===== config.mk =====
export PLATFORM = sky130hd
export DESIGN_NAME = nfc_ctrl
export DESIGN_NICKNAME = d
export VERILOG_FILES = /design/src/inc/nfc_pkg.sv /design/src/hdl/nfc_ctrl.sv /design/src/hdl/nfc_pulse_timer.sv
export VERILOG_INCLUDE_DIRS = /design/src /design/src/inc
export SDC_FILE = /design/constraint.sdc
export NUM_CORES = 1
export LEC_CHECK = 0
export BUFFER_PORTS_ARGS = -buffer_cell sky130_fd_sc_hd__buf_2
export CAP_MARGIN = 20
export CORE_MARGIN = 1
export CORE_UTILIZATION = 45
export CTS_CLUSTER_DIAMETER = 60
export DETAILED_ROUTE_END_ITERATION = 7
export PLACE_DENSITY = 0.78
export SLEW_MARGIN = 0
export SYNTH_ARGS = -nofsm -noshare
export SYNTH_HDL_FRONTEND = slang
export SYNTH_HIERARCHICAL = 1
export SYNTH_SLANG_ARGS = --single-unit

===== constraint.sdc =====
create_clock -name clk -period 2.41 [get_ports clk]
set_input_delay 0.3615 -clock clk [delete_from_list [all_inputs] [get_ports clk]]
set_output_delay 0.3615 -clock clk [all_outputs]
set_load 0.01 [all_outputs]

===== src/inc/nfc_consts.svh =====
/*
 * constants for the nand flash controller: command codes, address layout,
 * geometry, strobe timing counts and register map of the software port.
 * assumes a 250 MHz system clock.
 */
`ifndef NFC_CONSTS_SVH
`define NFC_CONSTS_SVH

// ------------------------------------------------------------
// command codes
// ------------------------------------------------------------
`define NFC_CMD_READ1       8'h00
`define NFC_CMD_READ2       8'h30
`define NFC_CMD_COLRD1      8'h05
`define NFC_CMD_COLRD2      8'he0
`define NFC_CMD_CACHE_NEXT  8'h31
`define NFC_CMD_CACHE_LAST  8'h3f
`define NFC_CMD_PROG1       8'h80
`define NFC_CMD_PROG2       8'h10
`define NFC_CMD_PROG_CACHE  8'h15
`define NFC_CMD_PROG_DIST   8'h11
`define NFC_CMD_PROG_PAIR   8'h81
`define NFC_CMD_COLWR       8'h85
`define NFC_CMD_COPY_RD     8'h3a
`define NFC_CMD_COPY_WR     8'h8c
`define NFC_CMD_ERASE1      8'h60
`define NFC_CMD_ERASE2      8'hd0
`define NFC_CMD_ID          8'h90
`define NFC_CMD_STATUS      8'h70
`define NFC_CMD_STATUS_M    8'h71
`define NFC_CMD_RESET       8'hff

// ------------------------------------------------------------
// address layout and geometry
// ------------------------------------------------------------
`define NFC_COL_W           12
`define NFC_ROW_W           17
`define NFC_PAGE_LSB        0
`define NFC_PAGE_W          6
`define NFC_BLOCK_LSB       6
`define NFC_BLOCK_W         11
`define NFC_PAGE_BYTES      12'd2176
`define NFC_MAIN_BYTES      12'd2048
`define NFC_SPARE_BYTES     12'd128
`define NFC_PAGES_PER_BLOCK 7'd64
// count value of the fifth, last address cycle of a full address
`define NFC_ADDR_LAST       3'h4

// ------------------------------------------------------------
// timing: pulse, setup and hold length in ns, rounded up to cycles
// ------------------------------------------------------------
`define NFC_CLK_NS          4
`define NFC_PULSE_NS        12
`define NFC_WHR_NS          60
`define NFC_PULSE_CYC       ((`NFC_PULSE_NS + `NFC_CLK_NS - 1) / `NFC_CLK_NS)
`define NFC_WHR_CYC         ((`NFC_WHR_NS + `NFC_CLK_NS - 1) / `NFC_CLK_NS)

// ------------------------------------------------------------
// register map (byte addresses on the word-wide bus)
// ------------------------------------------------------------
`define NFC_REG_CTRL        4'h0
`define NFC_REG_DATA        4'h4
`define NFC_REG_STATUS      4'h8
`define NFC_REG_COLUMN      4'hc
// ctrl write: [7:0] byte, [10:8] cycle kind, bit 11 guard level
`define NFC_CTRL_KIND_LSB   8
`define NFC_CTRL_GUARD_BIT  11
// status read fields
`define NFC_ST_BUSY_BIT     0
`define NFC_ST_READY_BIT    1
`define NFC_ST_REFUSED_BIT  2
`define NFC_ST_ACOUNT_LSB   4

`endif


===== src/inc/nfc_pkg.sv =====
/*
 * types shared by the nand flash controller files.
 * assumes nfc_consts.svh is on the include path.
 */
package nfc_pkg;

    typedef enum logic [2:0] {
        NFC_CYC_CMD,
        NFC_CYC_ADDR,
        NFC_CYC_DIN,
        NFC_CYC_DOUT,
        NFC_CYC_DESEL
    } nfc_cyc_t;

    typedef enum logic [2:0] {
        NFC_ST_IDLE,
        NFC_ST_SETUP,
        NFC_ST_PULSE,
        NFC_ST_HOLD,
        NFC_ST_DONE
    } nfc_state_t;

endpackage


===== src/hdl/nfc_ctrl.sv =====
/*
 * nand flash controller: software posts one bus cycle at a time (command,
 * address, data in, data out, deselect) through avalon-mm registers and the
 * controller drives the strobes and the shared port of the flash.
 * assumes a single 250 MHz clock and flash pins synchronous to it.
 */
// Summary of operation
// - five address cycles, unused bits low
// - cycle kind decoded from strobe levels
// - during read busy keep strobes high; code blocks only commands other than 70/71/ff, not address or data cycles
// - page read is 00, address, 30
// - read column change is 05, two cycles, e0
// - cache read 31 continue, 3f last
// - program 80, closes with 10 or 15
// - 85 plus two cycles moves input column
// - page copy 00-3a, then 8c-15 or 8c-10
// - after 15 ending, poll status then ff
`timescale 1ns/1ps
`include "nfc_consts.svh"
module nfc_ctrl
    import nfc_pkg::*;
(
    input  wire logic        clk,                  // system clock
    input  wire logic        rst_n,                // async reset, active low
    input  wire logic [3:0]  avs_address,          // byte address
    input  wire logic        avs_read,             // read request
    input  wire logic        avs_write,            // write request
    input  wire logic [31:0] avs_writedata,        // write data
    output logic [31:0]      avs_readdata,         // read data
    output logic             avs_waitrequest,      // stall
    output logic             command_latch_strobe, // flash command latch
    output logic             address_latch_strobe, // flash address latch
    output logic             device_select_n,      // flash select
    output logic             write_strobe_n,       // flash write strobe
    output logic             read_strobe_n,        // flash read strobe
    output logic             program_guard_n,      // flash write guard
    input  wire logic [7:0]  shared_port_in,       // port level seen
    output logic [7:0]       shared_port_out,      // port drive value
    output logic             shared_port_oe,       // port driven
    input  wire logic        ready_busy_n          // flash ready, low busy
);
    localparam int TW = 5;

    // ------------------------------------------------------------
    // state
    // ------------------------------------------------------------
    nfc_state_t  state, next_state;
    nfc_cyc_t    kind, next_kind;
    logic [7:0]  obyte, next_obyte;
    logic [7:0]  rbyte, next_rbyte;
    logic        guard, next_guard;
    logic        sel_n, next_sel_n;
    logic        refused, next_refused;
    logic [2:0]  acount, next_acount;
    logic [11:0] column, next_column;
    logic        tload;
    logic [TW-1:0] tcycles;
    logic        expire;
    logic        post;

    if (`NFC_WHR_CYC >= (1 << TW)) begin : g_timer_check
        $error("nfc_ctrl: timer too narrow");
    end

    function automatic logic is_busy_ok(input logic [7:0] c);
        // status poll and reset pass while busy
        is_busy_ok = (c == `NFC_CMD_STATUS) || (c == `NFC_CMD_STATUS_M) ||
                     (c == `NFC_CMD_RESET);
    endfunction

    function automatic logic is_prog_erase(input logic [7:0] c);
        is_prog_erase = (c == `NFC_CMD_PROG2) || (c == `NFC_CMD_PROG_CACHE) ||
                        (c == `NFC_CMD_PROG_DIST) || (c == `NFC_CMD_ERASE2);
    endfunction

    nfc_pulse_timer #(.W(TW)) u_timer (
        .clk    (clk),
        .rst_n  (rst_n),
        .load   (tload),
        .cycles (tcycles),
        .expire (expire)
    );

    // software posts each sequence cycle by cycle
    assign post = avs_write && (avs_address == `NFC_REG_CTRL) && (state == NFC_ST_IDLE);

    // ------------------------------------------------------------
    // sequencer
    // ------------------------------------------------------------
    always_comb begin
        next_state   = state;
        next_kind    = kind;
        next_obyte   = obyte;
        next_rbyte   = rbyte;
        next_guard   = guard;
        next_sel_n   = sel_n;
        next_refused = refused;
        next_acount  = acount;
        next_column  = column;
        tload        = 1'b0;
        tcycles      = TW'(`NFC_PULSE_CYC);
        case (state)
            NFC_ST_IDLE: begin
                if (post) begin
                    next_kind  = nfc_cyc_t'(avs_writedata[`NFC_CTRL_KIND_LSB +: 3]);
                    next_obyte = avs_writedata[7:0];
                    next_guard = avs_writedata[`NFC_CTRL_GUARD_BIT];
                    if (next_kind == NFC_CYC_CMD && !ready_busy_n &&
                        !is_busy_ok(avs_writedata[7:0])) begin
                        next_refused = 1'b1;
                    end else if (next_kind == NFC_CYC_CMD &&
                                 !avs_writedata[`NFC_CTRL_GUARD_BIT] &&
                                 is_prog_erase(avs_writedata[7:0])) begin
                        next_refused = 1'b1;
                    end else begin
                        next_refused = 1'b0;
                        next_state   = NFC_ST_SETUP;
                        next_sel_n   = (next_kind == NFC_CYC_DESEL);
                        tload        = 1'b1;
                    end
                end
            end
            NFC_ST_SETUP: begin
                if (expire) begin
                    next_state = (kind == NFC_CYC_DESEL) ? NFC_ST_DONE : NFC_ST_PULSE;
                    tload      = 1'b1;
                end
            end
            NFC_ST_PULSE: begin
                if (expire) begin
                    next_state = NFC_ST_HOLD;
                    tload      = 1'b1;
                    tcycles    = TW'(`NFC_WHR_CYC);
                    // byte taken at end of read pulse, column advances
                    if (kind == NFC_CYC_DOUT) begin
                        next_rbyte  = shared_port_in;
                        next_column = column + 12'h001;
                    end
                    if (kind == NFC_CYC_ADDR) begin
                        next_acount = (acount == `NFC_ADDR_LAST) ? 3'h0 : acount + 3'h1;
                    end
                    if (kind == NFC_CYC_CMD) begin
                        next_acount = 3'h0;
                    end
                end
            end
            NFC_ST_HOLD: begin
                if (expire) begin
                    next_state = NFC_ST_DONE;
                end
            end
            NFC_ST_DONE: begin
                next_state = NFC_ST_IDLE;
            end
            default: begin
                next_state = NFC_ST_IDLE;
            end
        endcase
    end

    always_ff @(posedge clk or negedge rst_n) begin
        if (!rst_n) begin
            state   <= NFC_ST_IDLE;
            kind    <= NFC_CYC_DESEL;
            obyte   <= 8'h00;
            rbyte   <= 8'h00;
            guard   <= 1'b0;
            sel_n   <= 1'b1;
            refused <= 1'b0;
            acount  <= 3'h0;
            column  <= 12'h000;
        end else begin
            state   <= next_state;
            kind    <= next_kind;
            obyte   <= next_obyte;
            rbyte   <= next_rbyte;
            guard   <= next_guard;
            sel_n   <= next_sel_n;
            refused <= next_refused;
            acount  <= next_acount;
            column  <= next_column;
        end
    end

    // ------------------------------------------------------------
    // pin drive
    // ------------------------------------------------------------
    logic in_cycle;
    logic pulse;
    assign in_cycle = (state == NFC_ST_SETUP) || (state == NFC_ST_PULSE) ||
                      (state == NFC_ST_HOLD);
    assign pulse    = (state == NFC_ST_PULSE);

    // strobe levels per cycle kind; latch on write rise
    // outside a cycle both strobes rest high
    always_ff @(posedge clk or negedge rst_n) begin
        if (!rst_n) begin
            command_latch_strobe <= 1'b0;
            address_latch_strobe <= 1'b0;
            device_select_n      <= 1'b1;
            write_strobe_n       <= 1'b1;
            read_strobe_n        <= 1'b1;
            program_guard_n      <= 1'b0;
            shared_port_out      <= 8'h00;
            shared_port_oe       <= 1'b0;
        end else begin
            command_latch_strobe <= (next_state != NFC_ST_IDLE) && (next_kind == NFC_CYC_CMD);
            address_latch_strobe <= (next_state != NFC_ST_IDLE) && (next_kind == NFC_CYC_ADDR);
            // select released only by a deselect cycle
            device_select_n      <= next_sel_n;
            write_strobe_n       <= !((next_state == NFC_ST_PULSE) &&
                                      (next_kind != NFC_CYC_DOUT));
            // flash drives port only during this low phase
            read_strobe_n        <= !((next_state == NFC_ST_PULSE) &&
                                      (next_kind == NFC_CYC_DOUT));
            program_guard_n      <= next_guard;
            shared_port_out      <= next_obyte;
            shared_port_oe       <= (next_state == NFC_ST_SETUP || next_state == NFC_ST_PULSE ||
                                     next_state == NFC_ST_HOLD) &&
                                    (next_kind == NFC_CYC_CMD || next_kind == NFC_CYC_ADDR ||
                                     next_kind == NFC_CYC_DIN);
        end
    end

    // ------------------------------------------------------------
    // avalon-mm slave
    // ------------------------------------------------------------
    // ctrl writes stall until the sequencer is idle; reads take one wait
    // state so that read data come straight from a register
    logic        rd_valid;
    logic        next_rd_valid;
    logic [31:0] next_readdata;

    assign avs_waitrequest = (avs_write && (avs_address == `NFC_REG_CTRL) &&
                              (state != NFC_ST_IDLE)) || (avs_read && !rd_valid);

    always_comb begin
        next_rd_valid = avs_read && !rd_valid;
        next_readdata = 32'h0000_0000;
        case (avs_address)
            `NFC_REG_DATA: next_readdata = {24'h000000, rbyte};
            `NFC_REG_STATUS: begin
                next_readdata[`NFC_ST_BUSY_BIT]        = in_cycle || pulse;
                next_readdata[`NFC_ST_READY_BIT]       = ready_busy_n;
                next_readdata[`NFC_ST_REFUSED_BIT]     = refused;
                next_readdata[`NFC_ST_ACOUNT_LSB +: 3] = acount;
            end
            `NFC_REG_COLUMN: next_readdata = {20'h00000, column};
            default: next_readdata = 32'h0000_0000;
        endcase
    end

    always_ff @(posedge clk or negedge rst_n) begin
        if (!rst_n) begin
            rd_valid     <= 1'b0;
            avs_readdata <= 32'h0000_0000;
        end else begin
            rd_valid     <= next_rd_valid;
            avs_readdata <= next_readdata;
        end
    end
endmodule


===== src/hdl/nfc_pulse_timer.sv =====
/*
 * down counter giving a one-cycle enable when a strobe phase has lasted
 * its programmed number of cycles.
 * assumes load and the count come from the controller sequencer.
 */
`timescale 1ns/1ps
module nfc_pulse_timer
    import nfc_pkg::*;
#(
    parameter int W = 5
) (
    input  wire logic         clk,      // system clock
    input  wire logic         rst_n,    // async reset, active low
    input  wire logic         load,     // start a new phase
    input  wire logic [W-1:0] cycles,   // phase length in cycles
    output logic              expire    // one-cycle end of phase
);
    logic [W-1:0] count;
    logic [W-1:0] next_count;
    logic         next_expire;

    if (W < 2) begin : g_width_check
        $error("nfc_pulse_timer: W too small");
    end

    always_comb begin
        next_count  = count;
        next_expire = 1'b0;
        if (load) begin
            next_count  = cycles;
            // a one-cycle phase ends at the very next edge
            next_expire = (cycles == W'(1));
        end else if (count != '0) begin
            next_count  = count - W'(1);
            // flag one edge early: the sequencer only sees it registered
            next_expire = (count == W'(2));
        end
    end

    always_ff @(posedge clk or negedge rst_n) begin
        if (!rst_n) begin
            count  <= '0;
            expire <= 1'b0;
        end else begin
            count  <= next_count;
            expire <= next_expire;
        end
    end
endmodule


# Yosys cells after proc, flatten, opt, wreduce, memory -nomap -nowiden

Cells that the tools add are included.

Output and inout bits: 48
Register bits: 84
Word-level logic and storage cells: 127
Input bits: 49

Equal/unequal tests: 27
Reductions and logical operators: 47
Multiplexer cells: 30
$add $sub $neg: 3
Bitwise gates (word level): 2

Operators with widths:

| cell                    | number |
|---|---|
| $mux W3                 | 12 |
| $eq A8 B5 Y1 const B    | 3 |
| $eq A3 B2 Y1 const B    | 7 |
| $pmux W3 S3             | 2 |
| $eq A8 B7 Y1 const B    | 2 |
| $eq A8 B8 Y1 const B    | 2 |
| $logic_and A1 B1 Y1     | 13 |
| $logic_or A1 B1 Y1      | 13 |
| $add A12 B1 Y12 const B | 1 |
| $eq A3 B1 Y1 const B    | 4 |
| $logic_not A3 Y1        | 4 |
| $pmux W3 S4             | 1 |
| $mux W5                 | 2 |
| $pmux W5 S2             | 1 |
| $eq A3 B3 Y1 const B    | 3 |
| $eq A4 B4 Y1 const B    | 2 |
| $mux W1                 | 8 |
| $mux W4                 | 2 |
| $logic_not A1 Y1        | 6 |
| $reduce_and A3 Y1       | 2 |
| $reduce_bool A3 Y1      | 2 |
| $eq A5 B2 Y1 const B    | 1 |
| $reduce_bool A5 Y1      | 1 |
| $sub A5 B1 Y5 const B   | 1 |
| 11 further kinds        | 14 |

# Logic depth before layout (Yosys ltp)

Gate-level depths: netlist of the first run.

Word-level depth: 13
Gate-level depth with buffers: 9
Gate-level depth less buffers: 7

# Hierarchy

The synthesis of the first run kept the hierarchy.

By module, submodules not included:

| module          | cells an instance | area an instance (um2) | times used |
|---|---|---|---|
| nfc_ctrl        | 254               | 2830.2                 | 1 |
| nfc_pulse_timer | 35                | 356.6                  | 1 |

# Least setup slack after synthesis of the first run

No wires, ideal clock.

Path kind: input to register
Start point: in avs_writedata[2]
End point: reg u_timer.count[3]
Stages on the path: 7
Data arrival time: 1.860 ns
Required time: 2.284 ns
Buffers on the path: 1
Library setup time: 0.126 ns
Slack: 0.424 ns
Path through: nor2b_1 -> nor3_2 -> nand4_1 -> a2111oi_4 -> o21ai_0 -> clkbuf_1 -> a221o_1

Cells in the longest elaborated chain, start to end: 10

RTL lines:

| element                                       | line                  | RTL |
|---|---|---|
| start: declaration                            | nfc_ctrl.sv:28        | `input wire logic [31:0] avs_writedata,` |
| $eq A8 B5 Y1 (no line)                        | -                     |  |
| $logic_or A1 B1 Y1 (3 in a row)               | nfc_ctrl.sv:72        | `` is_prog_erase = (c == `NFC_CMD_PROG2) \|\| (c == `NFC_CMD_PROG_CACHE) \|\| `` |
| $logic_and A1 B1 Y1                           | nfc_ctrl.sv:111       | `end else if (next_kind == NFC_CYC_CMD &&` |
| $mux W1                                       | nfc_ctrl.sv:111       |  |
| $mux W1 (*)                                   | nfc_ctrl.sv:108       | `if (next_kind == NFC_CYC_CMD && !ready_busy_n &&` |
| $mux W1 (*)                                   | nfc_ctrl.sv:104       | `if (post) begin` |
| $pmux W1 S2 (*)                               | nfc_ctrl.sv:102       | `case (state)` |
| named net tload                               | nfc_ctrl.sv:56        | `logic tload;` |
| $mux W5 or $reduce_bool A2 Y1 (tied branches) | -                     |  |
| end signal: assignment                        | nfc_pulse_timer.sv:45 | `count <= next_count;` |
| end: declaration                              | nfc_pulse_timer.sv:18 | `logic [W-1:0] count;` |

Mark *: on every way through the listed nets, which the timed path passes. The rest lies on a longest branch.
A chain may end at the register's enable or synchronous reset.

# Worst setup path after layout of the first run

Start point: reg state[0]
End point: reg column[10]

Cells in the longest elaborated chain, start to end: 2

RTL lines:

| element                     | line            | RTL |
|---|---|---|
| start: declaration          | nfc_ctrl.sv:47  | `nfc_state_t state, next_state;` |
| start signal: assignment    | nfc_ctrl.sv:173 | `state <= next_state;` |
| $eq A3 B2 Y1                | nfc_ctrl.sv:102 |  |
| $reduce_and A3 Y1 (no line) | -               |  |
| end signal: assignment      | nfc_ctrl.sv:181 | `column <= next_column;` |
| end: declaration            | nfc_ctrl.sv:55  | `logic [11:0] column, next_column;` |

No other way between the ends.

==> impl_metrics.tcl, run 1 <==
set metrics [dict create \
    cts_setup_buffers 0 \
    finalClockSkew_ns 0.008659 \
    r2r_cells 5 \
    dp_hpwl_um 4299 \
    yosys_warnings 6 \
    vias_per_cell 4.945 \
    setup_viol 0 \
    finalMaxSlewViolations 0 \
    port_buffers 56 \
    grt_pass1_wl_um 10020 \
    synth_seq_cells 64 \
    cts_buffers 9 \
    ant_nets 0 \
    antenna_found_initial 0 \
    start_util 0.4665 \
    dieHeight_um 86.16 \
    hold_path_class "in -> async" \
    grt_start_max_net_pins 39 \
    rrSetupSlack_ns 0.38 \
    core_sq_um 6832 \
    antennaDiodeCount 0 \
    cts.sinks 64 \
    cts_tree "built" \
    async_flop_share 1.000 \
    max-vdd-ir-drop_uv 377.3 \
    cap_violations 0 \
    ys.flop_type "dfrtp_1" \
    powerDensity_nw_per_um2 901.8 \
    die_x_um 86.16 \
    critical_path_peak_fanout 9 \
    critPathCaptureType "flip-flop" \
    syn_area_sq_um 3187 \
    io_pins 97 \
    track_usage 0.1763 \
    ys_types 50 \
    drtIter0Drc 110 \
    clockBufferDepth 2 \
    final_cells 454 \
    max_freq_mhz 493.2 \
    root_buffer "clkbuf_8" \
    first_pass_iters 5 \
    r2r-end "column[10]" \
    grt_pass1_vias 2145 \
    drive_above_1_share 0.3017 \
    postCtsHoldBufs 0 \
    synth.yosys.seq_area_share 0.5041 \
    outcome "complete, no violations" \
    synth-edff-count 0 \
    fillers 628 \
    rows 30 \
    syn_inst 289 \
    clock_latency_ns 0.34 \
    r2r-start "state[0]" \
    via_count 2245 \
    p_leak_nw 1.850 \
    nNetsFinal 407 \
    finalCritPeriodShare 0.8413 \
    placedCellCount 438 \
    grt_overflow_total 0 \
    fin_crit_ns 2.028 \
    htree_num_levels 3 \
    cts.clk_slew.worst_paths_ns 0.07 \
    gp_routability_congestion 0.8299 \
    worstPathRequired_ns 2.63 \
    hold_viol 0 \
    startpoint_type "flip-flop" \
    cts_resized 0 \
    wl_um 5907 \
    routedWlPerCell_um 13.01 \
    totalNegativeSetupSlack_ns 0 \
    tightest_slew_ns 0.6571 \
    max_slew_margin 0.5595 \
    die-area_sq_um 7423 \
    route.detailed.drc 0 \
    worstSetupPathType "reg -> reg" \
    worstPathArrival_ns 2.25 \
    syn2layout_area_growth_pct 16.33 \
    avgSynthCellArea_sq_um 11.03 \
    rsz0062_at_grt "no" \
]
==> cells by family after synthesis <==
group | after synthesis | synth area share
multiplexers | 24 | 0.08402
AO/OA/AOI/OAI | 46 | 0.09777
buffers and inverters | 39 | 0.07813
other | 2 | 0.002357
flip-flops | 64 | 0.5041
XOR/XNOR | 13 | 0.03573
adder cells (fa/ha/maj) | 5 | 0.01963
AND/OR/NAND/NOR | 96 | 0.1783
==> critical path, stage by stage (launching register included) <==
cell and delay, ns:
dfrtp_1 0.49, nand4bb_4 0.26, nor3_2 0.57, and2_1 0.32, nand4_1 0.14, xnor2_1 0.14
==> state kept, by name, indices dropped and copies added (netlist names) <==
signal and cells:
acount 3, state 3, program_guard_n 1, u_timer/expire 1, write_strobe_n 1, u_timer/count 5
shared_port_oe 1, kind 3, column 12, avs_readdata 12, address_latch_strobe 1, rbyte 8
refused 1, rd_valid 1, device_select_n 1, shared_port_out 8, command_latch_strobe 1, read_strobe_n 1
==> layout make-up <==
class / instances / area [sq um] / area share
Sequential cell: 64 / 1607 / 0.4333
Tap cell: 96 / 120.1 / 0.03240
Clock inverter: 3 / 40.04 / 0.01080
Clock buffer: 13 / 158.9 / 0.04286
Timing Repair Buffer: 62 / 337.8 / 0.09112
Inverter: 7 / 26.28 / 0.007087
Multi-Input combinational cell: 209 / 1418 / 0.3824
==> cells in the mapped netlist (2+ instances only) <==
master / count / area [sq um]
xor2_1: 5 / 43.79
nor2_1: 8 / 30.03
a21oi_1: 8 / 40.04
mux2_1: 2 / 22.52
dfstp_2: 4 / 105.1
o21ai_1: 4 / 20.02
nand3_1: 5 / 25.02
a22oi_1: 6 / 45.04
o31ai_1: 4 / 30.03
buf_6: 2 / 22.52
buf_2: 3 / 15.01
o21ai_0: 13 / 65.06
and3_1: 5 / 31.28
clkbuf_1: 4 / 15.01
dfrtp_1: 60 / 1501
nand3b_1: 3 / 22.52
nor3b_1: 5 / 37.54
nor3_2: 3 / 30.03
o21bai_1: 2 / 15.01
nor2b_1: 3 / 18.77
inv_1: 7 / 26.28
and2_1: 6 / 37.54
nor3_1: 8 / 40.04
a22o_1: 2 / 17.52
ha_1: 5 / 62.56
nand4_1: 7 / 43.79
mux2_2: 20 / 225.2
buf_4: 22 / 165.2
mux2i_1: 2 / 20.02
conb_1: 2 / 7.510
xnor2_1: 8 / 70.07
nand2_1: 32 / 120.1
nand2b_1: 2 / 12.51
==> per-layer routing <==
metal / GRT usage / share of wire / vias to the layer above
met5: 0 / 0 / -
met4: 0.08182 / 0.018 / 0
met3: 0.03369 / 0.033 / 11
met2: 0.2908 / 0.52 / 49
met1: 0.2244 / 0.43 / 1091
li1: - / - / 1094
==> report_power, final <==
| group | leakage [nW] | internal (mW) | switching [mW] |
|---|---|---|---|
| combinational | 0.894 | 0.436 | 0.452 |
| sequential | 0.853 | 1.30 | 0.227 |
| clock | 0.103 | 0.532 | 0.395 |
==> stage by stage <==
stage	hold WS [ns]	instance area, sq um	setup slack [ns]	utilization	power [mW]
3_5_place_dp	0.4130	3508	0.2462	0.5136	2.444
2_1_floorplan	0.06591	3273	0.4244	-	2.179
6_report	0.04212	3707	0.3825	0.5427	3.343
5_1_grt	0.08486	3707	0.2358	0.5427	3.575
4_1_cts	0.06507	3707	0.3838	0.5427	3.382
3_3_place_gp	0.3962	3508	0.2904	0.5136	2.390
==> worst max-delay path by stage <==
stage	startpoint	endpoint	slack [ns]	cells past startpoint
finish	state[0]	column[10]	0.38	5
global route	state[0]	column[11]	0.24	5
CTS	state[0]	column[10]	0.38	5
detailed placement	avs_writedata[1]	u_timer/count[3]	0.25	8
global placement	avs_writedata[1]	u_timer/count[3]	0.29	8
floorplan	avs_writedata[2]	u_timer/count[3]	0.42	7
==> cells in the final DEF, fill, tap and decap left out, types with 5 or more instances in the layout <==
cell type	count
xor2_1	5
o21ai_0	13
ha_1	5
conb_1	25
mux2_2	20
and3_1	5
clkbuf_8	11
xnor2_1	8
inv_1	7
nand3_1	5
dfrtp_1	60
a21oi_1	8
nand4_1	7
nor3b_1	5
nor3_1	8
buf_2	56
buf_4	5
nand2_1	32
nor2_1	8
a22oi_1	6
and2_1	6
Note: power is estimated with default switching activity, not from simulation.
==> run 2, diff against run 1 <==
PLACE_DENSITY = 0.81   (was 0.78)
clock period = 1.85 ns   (was 2.41 ns; I/O delays follow)
==> impl_metrics.tcl, run 2 (synthesis gave the netlist of run 1 again) <==
set metrics [dict create \
    core_sq_um 6832 \
    finalCritPeriodShare 0.9375 \
    io_pins 97 \
    final_util 0.5639 \
    p_leak_nw 1.937 \
    port_buffers 56 \
    max_freq_mhz 576.6 \
    rsz0062_at_grt "no" \
    antennaDiodeCount 0 \
    fin_crit_ns 1.734 \
    multi_input_area_sq_um 1418 \
    cap_violations 0 \
    hold_start "shared_port_in[4]" \
    dp_hpwl_um 4517 \
    critical_path_peak_fanout 8 \
    cts_buffers 9 \
    ant_nets 0 \
    route.detailed.drc 0 \
    finalClockSkew_ns 0.005186 \
    drive_above_1_share 0.3280 \
    dieHeight_um 86.16 \
    routedWlPerCell_um 13.47 \
    htree_num_levels 3 \
    worstPathRequired_ns 2.08 \
    syn2layout_area_growth_pct 20.89 \
    cts.sinks 64 \
    min_path_cells 2 \
    placedCellCount 454 \
    gp_routability_congestion 0.7946 \
    place_ws_ns -0.1562 \
    postCtsHoldBufs 1 \
    fillers 593 \
    max-vdd-ir-drop_uv 696.4 \
    track_usage 0.1850 \
    cts_resized 0 \
    reg.largest.list "avs_readdata: 12 flops, column: 12 flops" \
    start_util 0.4665 \
    final_cells 471 \
    clockBufferDepth 2 \
    critPathCaptureType "flip-flop" \
    nNetsFinal 424 \
    via_count 2361 \
    wl_um 6346 \
    path_delay_family "simple AND/OR/NAND/NOR gates" \
    hold_path_class "in -> reg" \
    drtIter0Drc 102 \
    grt_pass1_wl_um 10410 \
    rows 30 \
    antenna_found_initial 0 \
    final_cell_mix "dfrtp_1, buf_2, nand2_1" \
    cpPeakStageDelay_ns 0.45 \
    r2r-start "state[2]" \
    first_pass_iters 4 \
    vias_per_cell 5.013 \
    timing.final.ws_setup_ns 0.1157 \
    worstPathArrival_ns 1.96 \
    hold_ws_ns 0.1654 \
    cpMaxStageDelayCell "dfrtp_1" \
    register_area_sq_um 1607 \
    worstSetupPathType "reg -> reg" \
    r2r_cells 6 \
    clock_latency_ns 0.34 \
    cts_tree "built" \
    grt_start_max_net_pins 65 \
    finalMaxSlewViolations 0 \
    die_x_um 86.16 \
    startpoint_type "flip-flop" \
    grt_overflow_total 0 \
    grt_pass1_vias 2226 \
    cts_setup_buffers 0 \
    cts.clk_slew.worst_paths_ns 0.07 \
    final_common_cell "dfrtp_1" \
    outcome "complete, no violations" \
    root_buffer "clkbuf_8" \
    path_buf_inv 1 \
    powerDensity_nw_per_um2 1183 \
    critPathLaunch "state[2]" \
    setup_viol 0 \
    cp_cell_sequence "nand4bb_4, nor3_2, buf_4, and2_1, nand4_1, xnor2_1" \
    die-area_sq_um 7423 \
    hold_viol 0 \
    critical_path_depth 6 \
]
[run 2: cell count changes in the layout (fill, tap and decap cells not counted)]
cell / delta
dlygate4sd3_1: +1
clkinv_2: -1
buf_4: +16
clkbuf_1: +1
bufinv_16: +1
clkbuf_8: -1
[run 2: routing by layer]
| metal | track usage | wire [um] | up-vias |
|---|---|---|---|
| li1 | - | - | 1134 |
| met1 | 0.2273 | 2734 | 1150 |
| met2 | 0.3038 | 3206 | 66 |
| met3 | 0.03080 | 256 | 11 |
| met4 | 0.1152 | 149 | 0 |
| met5 | 0 | 0 | - |
[run 2: worst paths after layout]
| check | endpoint | slack (ns) |
|---|---|---|
| worst max-delay path | column[10] | 0.12 |
| worst min-delay path | rbyte[4] | 0.17 |
| worst max register to register | column[10] | 0.12 |
| worst min register to register | rd_valid | 0.41 |
| max in group asynchronous | read_strobe_n | 1.04 |
| min in group asynchronous | avs_readdata[4] | 0.47 |
[run 2: cell type report]
| type | instances | area share |
|---|---|---|
| sequential | 64 | 0.4170 |
| multi-input combinational | 209 | 0.3680 |
| clock inverter | 3 | 0.01689 |
| inverter | 7 | 0.006820 |
| timing repair buffer | 79 | 0.1215 |
| clock buffer | 13 | 0.03865 |
| tap | 96 | 0.03118 |
[run 2: metrics by stage]
step                TNS [ns]  total power [mW]  cell area (sq um)
CTS                        0             4.585               3852
finish                     0             4.557               3852
global route               0             4.831               3852
global placement     -0.1876             3.183               3628
detailed placement   -0.2595             3.259               3628
floorplan                  0             2.840               3274
[run 2: where the power goes]
part           switching, mW  leakage, nW  internal (mW)
combinational          0.670        0.977          0.627
sequential             0.253        0.853           1.70
clock                  0.515        0.108          0.795
total                   1.44         1.94           3.12
